--- src/vps_pkg.sv ---
// Purpose: Constants and types for vector placement and select guard
// Assumes: Word addressed program memory, 14-bit word addresses
// Notes:   Boot size encodings map to boot section start words
package vps_pkg;

  localparam int                  ADDR_W        = 14;
  localparam int                  REG_ADDR_W    = 4;
  // ---------------------------------------------------------------
  // Register map
  // ---------------------------------------------------------------
  localparam logic [3:0]          CTRL_OFFSET   = 4'h0;
  localparam logic [3:0]          STAT_OFFSET   = 4'h1;
  localparam int                  CHG_EN_BIT    = 0;
  localparam int                  VSEL_BIT      = 1;
  localparam logic                VSEL_RESET    = 1'b0;
  localparam logic                CHG_EN_RESET  = 1'b0;
  // ---------------------------------------------------------------
  // Addresses
  // ---------------------------------------------------------------
  localparam logic [13:0]         RESET_WORD    = 14'h0000;
  localparam logic [13:0]         VEC_STEP      = 14'h0002;
  localparam logic [13:0]         VEC_LAST_OFS  = 14'h0032;
  localparam logic [13:0]         BOOT_2K_START = 14'h1C00;
  localparam logic [13:0]         BOOT_1K_START = 14'h1E00;
  localparam logic [13:0]         BOOT_512_START = 14'h1F00;
  localparam logic [13:0]         BOOT_256_START = 14'h1F80;
  localparam logic [1:0]          BOOT_SIZE_FUSES_2K     = 2'h0;
  localparam logic [1:0]          BOOT_SIZE_FUSES_1K     = 2'h1;
  localparam logic [1:0]          BOOT_SIZE_FUSES_512    = 2'h2;
  // ---------------------------------------------------------------
  // Timing
  // ---------------------------------------------------------------
  localparam logic [2:0]          CHG_WINDOW_CYC = 3'h4;

  typedef struct packed {
    logic                         boot_reset_select_fuse;
    logic [1:0]                   boot_size_fuses;
    logic                         app_section_boot_lock;
    logic                         boot_section_boot_lock;
  } vps_fuse_type;

  typedef struct packed {
    logic [3:0]                   addr;
    logic [7:0]                   wdata;
    logic                         wr;
    logic                         rd;
  } vps_bus_type;

  typedef enum logic [1:0] {
    ST_IDLE = 2'b01,
    ST_OPEN = 2'b10
  } vps_state_type;

endpackage : vps_pkg

--- src/vps_guard.sv ---
// Purpose: Reset address, vector base and guarded vector select
// Assumes: Fuses are static after reset; in_boot_section from the core
// Notes:   Dispatch block is an output; the core's I flag is untouched
`timescale 1ns/10ps

// Operation
// - Programmed boot fuse starts at boot address
// - Relocated vectors are offset by boot start
// - Reset and vector start per fuse, select
// - Entries two words apart, last 0x0032
// - 2K boot: reset 0x1C00, vectors 0x1C02
// - Control bit 1 selects vector placement
// - Boot start derived from boot size fuses
// - Block dispatch from enable until after instruction
// - Unused enable blocks exactly five cycles
// - Blocking never alters global interrupt flag
// - Enable bit 0 clears after four cycles
// - Boot vectors, app lock: block in app
// - App vectors, boot lock: block in boot
// - Every reset cause shares reset vector
module vps_guard
  import vps_pkg::*;
(
  input  wire logic                core_clk,
  input  wire logic                nrst,
  input  wire vps_pkg::vps_fuse_type fuses,
  input  wire vps_pkg::vps_bus_type  bus,
  input  wire logic                in_boot_section,
  input  wire logic                instr_done,
  input  wire logic [4:0]          vector_index,
  output logic [7:0]               rdata,
  output logic [13:0]              reset_address,
  output logic [13:0]              vector_base,
  output logic [13:0]              vector_address,
  output logic                     vector_table_select,
  output logic                     dispatch_block
);
  import vps_pkg::*;

  // ---------------------------------------------------------------
  // Boot section start and address outputs
  // ---------------------------------------------------------------
  logic [13:0] boot_start;
  logic [13:0] boot_start_d;
  logic [13:0] boot_start_q;
  logic [13:0] reset_addr_d;
  logic [13:0] base_d;
  logic [13:0] vec_ofs;
  logic [13:0] vec_addr_d;
  logic        vsel_q;

  assign boot_start_d =
    (fuses.boot_size_fuses == BOOT_SIZE_FUSES_2K)  ? BOOT_2K_START :
    (fuses.boot_size_fuses == BOOT_SIZE_FUSES_1K)  ? BOOT_1K_START :
    (fuses.boot_size_fuses == BOOT_SIZE_FUSES_512) ? BOOT_512_START :
                                            BOOT_256_START;
  assign boot_start = boot_start_q;

  // Fuse 1 means unprogrammed; every reset cause lands here
  assign reset_addr_d = fuses.boot_reset_select_fuse ?
                        RESET_WORD : boot_start;
  assign base_d = vsel_q ? boot_start : RESET_WORD;

  // Index 0 is reset entry; clamp to last table entry
  assign vec_ofs = (vector_index > 5'd25) ? VEC_LAST_OFS :
                   {8'h00, vector_index, 1'b0};
  assign vec_addr_d = base_d + vec_ofs;

  // Fuses are sampled each clock; they are static, so no sync chain
  logic [13:0] reset_addr_q;
  logic [13:0] base_q;
  logic [13:0] vec_addr_q;

  always_ff @(posedge core_clk or negedge nrst) begin
    if (!nrst) begin
      boot_start_q <= BOOT_2K_START;
      reset_addr_q <= RESET_WORD;
      base_q       <= RESET_WORD;
      vec_addr_q   <= RESET_WORD;
    end else begin
      boot_start_q <= boot_start_d;
      reset_addr_q <= reset_addr_d;
      base_q       <= base_d + VEC_STEP;
      vec_addr_q   <= vec_addr_d;
    end
  end

  assign reset_address  = reset_addr_q;
  assign vector_base    = base_q;
  assign vector_address = vec_addr_q;

  // ---------------------------------------------------------------
  // Guarded change sequence
  // ---------------------------------------------------------------
  logic          vsel_d;
  logic          chg_q;
  logic          chg_d;
  logic [2:0]    cnt_q;
  logic [2:0]    cnt_d;
  logic          tail_q;
  logic          tail_d;
  vps_state_type st_q;
  vps_state_type st_d;

  wire ctrl_wr   = bus.wr && (bus.addr == CTRL_OFFSET);
  wire set_chg   = ctrl_wr && bus.wdata[CHG_EN_BIT];
  // Select write counts only with enable open and enable written 0
  wire sel_wr    = ctrl_wr && chg_q && !bus.wdata[CHG_EN_BIT];
  wire expire    = chg_q && (cnt_q == CHG_WINDOW_CYC - 3'h1);

  always_comb begin
    st_d   = st_q;
    chg_d  = chg_q;
    cnt_d  = cnt_q;
    vsel_d = vsel_q;
    tail_d = tail_q && !instr_done;
    case (st_q)
      ST_IDLE: begin
        if (set_chg) begin
          st_d  = ST_OPEN;
          chg_d = 1'b1;
          cnt_d = 3'h0;
        end
      end
      ST_OPEN: begin
        cnt_d = cnt_q + 3'h1;
        if (sel_wr) begin
          vsel_d = bus.wdata[VSEL_BIT];
          chg_d  = 1'b0;
          tail_d = 1'b1;
          st_d   = ST_IDLE;
        end else if (set_chg) begin
          cnt_d = 3'h0;
        end else if (expire) begin
          chg_d = 1'b0;
          st_d  = ST_IDLE;
        end
      end
      default: begin
        st_d  = ST_IDLE;
        chg_d = 1'b0;
      end
    endcase
    // Writes outside the open window leave select alone
  end

  always_ff @(posedge core_clk or negedge nrst) begin
    if (!nrst) begin
      st_q   <= ST_IDLE;
      vsel_q <= VSEL_RESET;
      chg_q  <= CHG_EN_RESET;
      cnt_q  <= 3'h0;
      tail_q <= 1'b0;
    end else begin
      st_q   <= st_d;
      vsel_q <= vsel_d;
      chg_q  <= chg_d;
      cnt_q  <= cnt_d;
      tail_q <= tail_d;
    end
  end

  assign vector_table_select = vsel_q;

  // ---------------------------------------------------------------
  // Dispatch block, separate from the core's own enable flag
  // ---------------------------------------------------------------
  wire lock_block =
    (vsel_q && fuses.app_section_boot_lock && !in_boot_section) ||
    (!vsel_q && fuses.boot_section_boot_lock && in_boot_section);

  // Combinational so blocking starts the same cycle enable is set
  assign dispatch_block = set_chg || chg_q || tail_q ||
                          lock_block;

  // ---------------------------------------------------------------
  // Register read port
  // ---------------------------------------------------------------
  wire [7:0] ctrl_rd = {6'h00, vsel_q, chg_q};
  wire [7:0] stat_rd = {7'h00, dispatch_block};
  wire [7:0] rd_d    = !bus.rd                   ? 8'h00 :
                       (bus.addr == CTRL_OFFSET) ? ctrl_rd :
                       (bus.addr == STAT_OFFSET) ? stat_rd : 8'h00;
  logic [7:0] rdata_q;

  always_ff @(posedge core_clk or negedge nrst) begin
    if (!nrst) begin
      rdata_q <= 8'h00;
    end else begin
      rdata_q <= rd_d;
    end
  end

  assign rdata = rdata_q;
endmodule : vps_guard

--- config.mk ---
export PLATFORM = sky130hd
export DESIGN_NAME = vps_guard
export DESIGN_NICKNAME = d
export VERILOG_FILES = /design/src/vps_pkg.sv /design/src/vps_guard.sv
export SDC_FILE = /design/constraint.sdc
export NUM_CORES = 1
export LEC_CHECK = 0
export BUFFER_PORTS_ARGS = -buffer_cell sky130_fd_sc_hd__buf_2
export CORE_ASPECT_RATIO = 2
export CORE_MARGIN = 2
export CORE_UTILIZATION = 42
export CTS_CLUSTER_SIZE = 24
export DETAILED_ROUTE_END_ITERATION = 10
export PLACE_DENSITY = 0.86
export SKIP_LAST_GASP = 1
export SLEW_MARGIN = 0
export SYNTH_ARGS = -nofsm -noshare
export SYNTH_HDL_FRONTEND = slang
export SYNTH_SLANG_ARGS = --single-unit
--- constraint.sdc ---
create_clock -name core_clk -period 1.7 [get_ports core_clk]
set_input_delay 0.255 -clock core_clk [delete_from_list [all_inputs] [get_ports core_clk]]
set_output_delay 0.255 -clock core_clk [all_outputs]
set_load 0.01 [all_outputs]
==> results.md, run 1 <==
- Max-cap violations in this run came to 0.
- The first routing iteration left 3 violations.
- The clock transition time at the flip-flop clock pins of the worst setup and hold paths is about 0.09 ns.
- The diode insertion count for antenna repair is 0.
- The clock period could shrink to approximately 1.6 ns.
- Routability-driven placement finished with a final weighted congestion of around 0.8.
- The final routed wirelength across all metal layers is around 2000 um.
- Dividing the detail-routed wire length by the instance count gives 10.99 um.
- Once routing completed, OpenROAD measured the worst setup slack at between 0.07 and 0.08 ns.
- The initial antenna violation count was 0.
- The share of the Yosys chip area taken by registers is 0.5174.
- For this design the ratio of total power to cell area is 904.1 mW/mm2.
- The starting density of the core is 0.4333.
- The area growth from synthesis to layout is 15.39%.
- The net count of the finished layout is approximately 190.
- In this run the remaining antenna-violating nets after routing total 0.
- The maximum frequency from static timing analysis is between 0.6 and 0.7 GHz.
- The die boundary width is 42.73 um.
- The critical path arrival is about 1.8 ns.
- The final number of setup-violating endpoints is 0.
- After synthesis the netlist holds a flip-flop and latch count of 26.
- For this design, the sink count on the clock tree is 26.
- The clock tree root driver cell is sky130_fd_sc_hd__clkbuf_8.
- The most common cell after layout, fill and taps aside is sky130_fd_sc_hd__buf_2.
- The CTS tree is yes.
- The number of hold violations in the final report is 0.
- The post-layout utilization of the core is 0.5000.
- The combinational fraction of design power is 0.171.
- Of all flip-flops after synthesis, the portion carrying an async set or reset was 1.000.
- The worst setup path is of the reg -> reg kind.
- The chip height is around 81 um.
- The transition time at the pin with the least slew margin is roughly 0.56 ns.
- In the routed layout, each cell is associated on average with a via count of roughly 4.5.
- The clock group share of total power is 0.292.
- The kind of launch point of the worst setup path is a flop.
- The CTS buffer count is 3.
- Leaving out fill and tap cells, the most frequent cells in the layout are 49 x sky130_fd_sc_hd__buf_2, 25 x sky130_fd_sc_hd__conb_1, 25 x sky130_fd_sc_hd__dfrtp_1, 6 x sky130_fd_sc_hd__and2_1.
- The class of the tightest hold or removal check is in -> reg.
- For the worst setup path, the data required time is 1.91 ns.
- The count of input and output buffers is between 40 and 50.
- Entering global routing, the biggest net connects 27 pins.
- Each instance of the synthesized netlist takes up on average 11.15 um2.
- The net switching power figure is 332.6 uW.
- The half-perimeter wire length after detailed placement is between 1500 and 2000 um.
- Setup repair after global routing left no endpoint under its margin.
- The first global-routing pass estimated 3146 um of wire.
- The kind of capture point of the worst setup path is a flop.
- OpenSTA, run right after detailed placement, puts the worst setup slack at -0.001108 ns.
- Summing every instance area after synthesis gives about 0.0013 mm2.
- In the synthesized netlist, the number of instances is 113.
- The distinct cell type count after synthesis is 31.
- The count of TritonRoute iterations in the first routing pass is 2.
- The largest buffer count on any clock path is 2.
- In the final layout, the share of cells above drive strength 1 is 0.4026.
- The share of total power dissipated in sequential elements is 0.537.
- The clock latency on the worst-skew pair is 0.26 ns.
- The total via count in the routed design is about 800.
- The number of enable flip-flop cells after synthesis is 0.
- 80 I/O pins were placed.
- The worst supply voltage drop on vdd is 419.2 uV.
- The reported leakage power is between 0.0008 and 0.0009 uW.
- Across the routed clock network, the largest skew measured is just over 0.006 ns.
- The run finished with clean final reports.
- The number of pins exceeding their max-slew limit in the final report is 0.
- Of the available clock period, the critical path in the final layout requires 0.9578.
- The number of global-route vias before repair is slightly below 800.
- In this run the number of H-tree levels came out at 1.
- The switching share of power is 0.2530.
- The region available for standard cell placement spans just under 0.003 mm2.
- The relative slew slack is 0.6287.
- The DRC violations left is 0.
- Among all flip-flop cells after synthesis, the most frequent one is sky130_fd_sc_hd__dfrtp_1.
- The initialized floorplan defines 28 standard-cell rows.
- The peak fanout along the critical path is 3.
- The residual overflow from global routing is 0.
- Yosys printed 0 warnings.
- In the global route stage, overall resource usage came out at 0.1153.
- The die covers approximately 0.0035 mm2.
- Cell internal power was estimated by the tool at about 1000 uW.
-- repair_timing --
action	CTS	global route
hold endpoints to repair	25	0
gates resized for setup	0	2
endpoints found under the setup margin	0	1
setup buffers	0	0
hold buffers	1	0
-- through the flow --
step / setup TNS (ns) / instances / power (uW) / hold slack, ns / cell area (um2)
6_report: 0 / 184 / 1314 / 0.1090 / 1454
5_1_grt: 0 / 184 / 1386 / 0.1032 / 1454
4_1_cts: 0 / 184 / 1326 / 0.1027 / 1439
3_5_place_dp: -0.001108 / 179 / 940.7 / 0.2766 / 1374
3_3_place_gp: 0 / 179 / 925.6 / 0.2665 / 1374
2_1_floorplan: 0 / 136 / 899.9 / -0.04059 / 1346
-- cells by family after synthesis --
kind of cell,after synthesis,synth area share
muxes,2,0.01986
other,2,0.005961
and+or+nand+nor,28,0.1440
DFF,26,0.5174
adders and majority gates,2,0.01986
buffers and inverters,42,0.2264
AOI/OAI and AO/OA,10,0.05959
xor gates and xnor gates,1,0.006953
-- cell type report --
| class | count | area [um2] |
|---|---|---|
| clock buffer | 4 | 55.05 |
| fill | 282 | 1454 |
| inverter | 4 | 15.01 |
| multi-input combinational | 68 | 424.2 |
| sequential | 26 | 651.9 |
| tap | 30 | 37.54 |
| timing repair buffer | 52 | 270.3 |
-- registers in the layout, summed over array words and instances, names as in the netlist --
| register | count |
|---|---|
| tail_q | 1 |
| boot_start | 3 |
| vector_table_select | 1 |
| st_q | 1 |
| rdata | 2 |
| vector_base | 1 |
| reset_address | 4 |
| cnt_q | 3 |
| vector_address | 9 |
| chg_q | 1 |
-- layer usage --
metal	up-vias	wire, um	share of wire	global-route usage
li1	386	-	-	-
met1	384	697	0.34	0.1117
met2	48	1132	0.56	0.2333
met3	2	172	0.085	0.01319
met4	0	21	0.010	0.04688
met5	-	0	0	0
-- Yosys cell counts, types with 2 or more instances --
cell,n,area (um2)
sky130_fd_sc_hd__clkbuf_1,4,15.01
sky130_fd_sc_hd__nor2_1,3,11.26
sky130_fd_sc_hd__a22o_1,3,26.28
sky130_fd_sc_hd__inv_1,4,15.01
sky130_fd_sc_hd__nand2_1,3,11.26
sky130_fd_sc_hd__o21ai_0,3,15.01
sky130_fd_sc_hd__buf_4,34,255.2
sky130_fd_sc_hd__conb_1,2,7.510
sky130_fd_sc_hd__dfrtp_1,25,625.6
sky130_fd_sc_hd__and3b_1,2,17.52
sky130_fd_sc_hd__ha_1,2,25.02
sky130_fd_sc_hd__and2_1,6,37.54
sky130_fd_sc_hd__nand2b_1,2,12.51
sky130_fd_sc_hd__nor2b_1,3,18.77
-- critical path, stage by stage, from the launching register on --
cell and delay (ns):
sky130_fd_sc_hd__dfrtp_1 0.42, sky130_fd_sc_hd__ha_1 0.22, sky130_fd_sc_hd__ha_1 0.26, sky130_fd_sc_hd__or3b_2 0.43, sky130_fd_sc_hd__o21ai_0 0.09, sky130_fd_sc_hd__a22o_1 0.15
-- power groups by stage --
| stage | clock (uW) | sequential, uW | combinational (uW) |
|---|---|---|---|
| 3_5_place_dp | 0 | 718 | 223 |
| 2_1_floorplan | 0 | 720 | 180 |
| 5_1_grt | 418 | 711 | 258 |
| 6_report | 384 | 706 | 225 |
| 4_1_cts | 396 | 705 | 225 |
| 3_3_place_gp | 0 | 714 | 212 |
-- final timing paths --
| path | endpoint | slack (ns) | cells after the start | startpoint |
|---|---|---|---|---|
| hold / removal | vector_address[4] | 0.11 | 1 | vector_index[3] |
| setup / recovery | cnt_q[2] | 0.07 | 5 | cnt_q[0] |
| min in group asynchronous | rdata[1] | 0.51 | 2 | nrst |
| max in group asynchronous | reset_address[8] | 0.81 | 2 | nrst |
| setup reg to reg | cnt_q[2] | 0.07 | 5 | cnt_q[0] |
| hold reg to reg | vector_address[8] | 0.48 | 1 | boot_start[8] |
Power figures use the tool's default switching activity.
==> run 2: changes to the inputs <==
- CORE_UTILIZATION: 42 -> 40
- PLACE_DENSITY: 0.86 -> 0.83
==> run 2 against run 1 <==
Die area up 4.6%. Critical path depth unchanged. Register-to-register slack gained 0.03 ns. Maximum frequency increased by 1.6%. Critical path type unchanged.
==> results.md, run 2 (synthesis gave the netlist of run 1 again) <==
- The data required time of the critical path is 1.90 ns.
- The type of the worst setup path is reg -> reg.
- CTS built an H-tree with a depth of 1.
- The net switching power figure is roughly 330 uW.
- The kind of capture point of the worst setup path is a flop.
- The number of sinks driven by the clock tree is 26.
- The final worst-path setup slack is a little under 0.1 ns.
- The detailed router finished its first iteration with 11 violations.
- The congestion estimate from routability-driven global placement came to approximately 0.77.
- The area of the die is roughly 0.0036 mm2.
- Measured against its own limit, the worst slew margin works out to 0.6345.
- The maximum number of pins on one net before global-route repair is 27.
- In the final layout, the share of cells above drive strength 1 is 0.4129.
- The cell row count is 28.
- The kind of launch point of the worst setup path is a flop.
- The clock tree root driver cell is sky130_fd_sc_hd__clkbuf_8.
- For the pin with the worst max-slew slack, the measured transition is ~0.55 ns.
- The area growth from synthesis to layout is 17.38%.
- The average wire per cell in the routed design is 11.02 um.
- Of the total power, the share spent switching nets is 0.2315.
- The residual overflow from global routing is 0.
- The routed via count divided by cell count is approximately 4.6.
- The wire length of the first global-routing pass is 3360 um.
- The overall routing resource usage is 0.1230.
- Hold is met by approximately 0.11 ns.
- The number of hold violations in the final report was 0.
- TritonCTS built the clock tree.
- In the layout the commonest cells are 49 x sky130_fd_sc_hd__buf_2, 25 x sky130_fd_sc_hd__conb_1, 24 x sky130_fd_sc_hd__dfrtp_1, 6 x sky130_fd_sc_hd__and2_1, 4 x sky130_fd_sc_hd__inv_1.
- The accumulated negative setup slack is 0 ns.
- The tool flagged a number of max-cap violations equal to 0.
- The number of pins exceeding their max-slew limit in the final report is 0.
- At the placement stage, the worst setup path has a slack of around 0.0036 ns.
- The maximum frequency from static timing analysis is ~0.62 GHz.
- The count of TritonRoute iterations in the first routing pass is 4.
- Wires add up to between 2000 and 2500 um.
- The most common cell after layout, fill and taps aside is sky130_fd_sc_hd__buf_2.
- The class of the tightest hold or removal check is in -> reg.
- The internal power of the cells is between 1000 and 1500 uW.
- For this configuration, the core starts out at a cell density of 0.4231.
- In the finished design, the share of the clock period the worst path needs comes to 0.9427.
- Input and output buffers added on the ports amount to 49.
- The number of global-route vias before repair came to roughly 800.
- The reported leakage power is between 0.0008 and 0.0009 uW.
- The diode insertion count for antenna repair is 0.
- The sequential power share is 0.490.
- The number of nets in the layout is ~190.
- The clock group share of total power is 0.342.
- Across the VDD grid, the largest voltage drop is approximately 470 uV.
- The clock transition time at the flip-flop clock pins of the worst setup and hold paths is roughly 0.080 ns.
- The final number of setup-violating endpoints is 0.
- The chip height is approximately 83 um.
- The peak fanout along the critical path is 3.
- The routed layout has 850 vias.
- The DRC violations left is 0.
- The critical path arrival is between 1.5 and 2 ns.
- Clock latency on the worst-skew pair, taken at its later pin, is about 0.26 ns.
- The design draws between 1000 and 1500 uW.
- The register with the most flip-flops in the layout has 9 of them.
- The time the final worst path needs with I/O delays and setup is between 1.5 and 2 ns.
- The post-detailed-route count of antenna-violating nets is 0.
- The core region area is slightly below 0.003 mm2.
- On the final layout, the worst clock skew is between 0.0015 and 0.002 ns.
- The total power divided by cell area is 970.3 mW/mm2.
- 80 I/O pins were placed.
- In the global route stage, met1 resource usage came out at 0.1031.
- The longest clock path from root to sink contains 2 buffers.
- The combinational fraction of design power is 0.167.
- The flow ran to the end, and the final reports show no timing, DRC or antenna violations.
- In the global route stage, met3 resource usage came out at 0.01304.
- The half-perimeter wire length after detailed placement is between 1500 and 2000 um.
- Setup repair after global routing left no endpoint under its margin.
- The layer flagged by global routing as most heavily used is met2.
- In this run the horizontal extent of the chip is around 44 um.
- The initial antenna violation count was 0.
- The CTS buffer count is 3.
- The global-route track usage on met2 is 0.2393.
## run 2: cell types whose count changed in the layout (fill, tap and decap cells not counted)
cell	before	now
sky130_fd_sc_hd__bufinv_16	0	1
sky130_fd_sc_hd__buf_4	2	3
sky130_fd_sc_hd__clkbuf_8	4	3
sky130_fd_sc_hd__dfrtp_1	25	24
sky130_fd_sc_hd__dfrtp_2	0	1
## run 2: path summary, 6_finish.rpt
kind | slack, ns | cells after the start | from | end
worst max-delay path | 0.1 | 5 | cnt_q[0] | cnt_q[2]
worst min-delay path | 0.11 | 1 | vector_index[3] | vector_address[4]
worst max register to register | 0.1 | 5 | cnt_q[0] | cnt_q[2]
worst min register to register | 0.45 | 0 | vector_table_select | vector_address[11]
max in group asynchronous | 0.81 | 2 | nrst | vector_table_select
min in group asynchronous | 0.50 | 2 | nrst | rdata[0]
## run 2: per-layer routing
metal / wire length [um] / vias to the layer above
met4: 63 / 0
met2: 1201 / 49
met1: 620 / 407
met5: 0 / -
li1: - / 390
met3: 154 / 4
## run 2: timing repair
item,in CTS,in global routing
setup endpoints to repair,1,2
hold buffers,1,0
setup buffers,0,2
resized for setup,2,1
endpoints found under the hold margin,25,0
## run 2: metrics by stage
stage / instance area, um2 / std cells / util
5_1_grt: 1479 / 185 / 0.4966
2_1_floorplan: 1346 / 136 / -
3_5_place_dp: 1366 / 178 / 0.4588
6_report: 1479 / 185 / 0.4966
4_1_cts: 1455 / 183 / 0.4887
3_3_place_gp: 1366 / 178 / 0.4588
## run 2: critical path, stage by stage, from the launching register on
cell and delay (ns):
sky130_fd_sc_hd__dfrtp_1 0.41, sky130_fd_sc_hd__ha_1 0.22, sky130_fd_sc_hd__ha_1 0.26, sky130_fd_sc_hd__or3b_2 0.43, sky130_fd_sc_hd__o21ai_0 0.08, sky130_fd_sc_hd__a22o_1 0.15
## run 2: final cells by class
class,instances,area [um2]
clock inverter,1,30.03
tap,30,37.54
fill,284,1499
sequential,26,653.1
clock buffer,3,41.29
timing repair buffer,53,277.8
multi-input combinational,68,424.2
inverter,4,15.01
## run 2: power groups by stage
stage,clock (uW),combinational (uW),sequential (uW)
CTS,506,222,706
floorplan,0,180,720
global placement,0,211,716
detailed placement,0,217,719
global route,524,278,713
finish,491,240,704
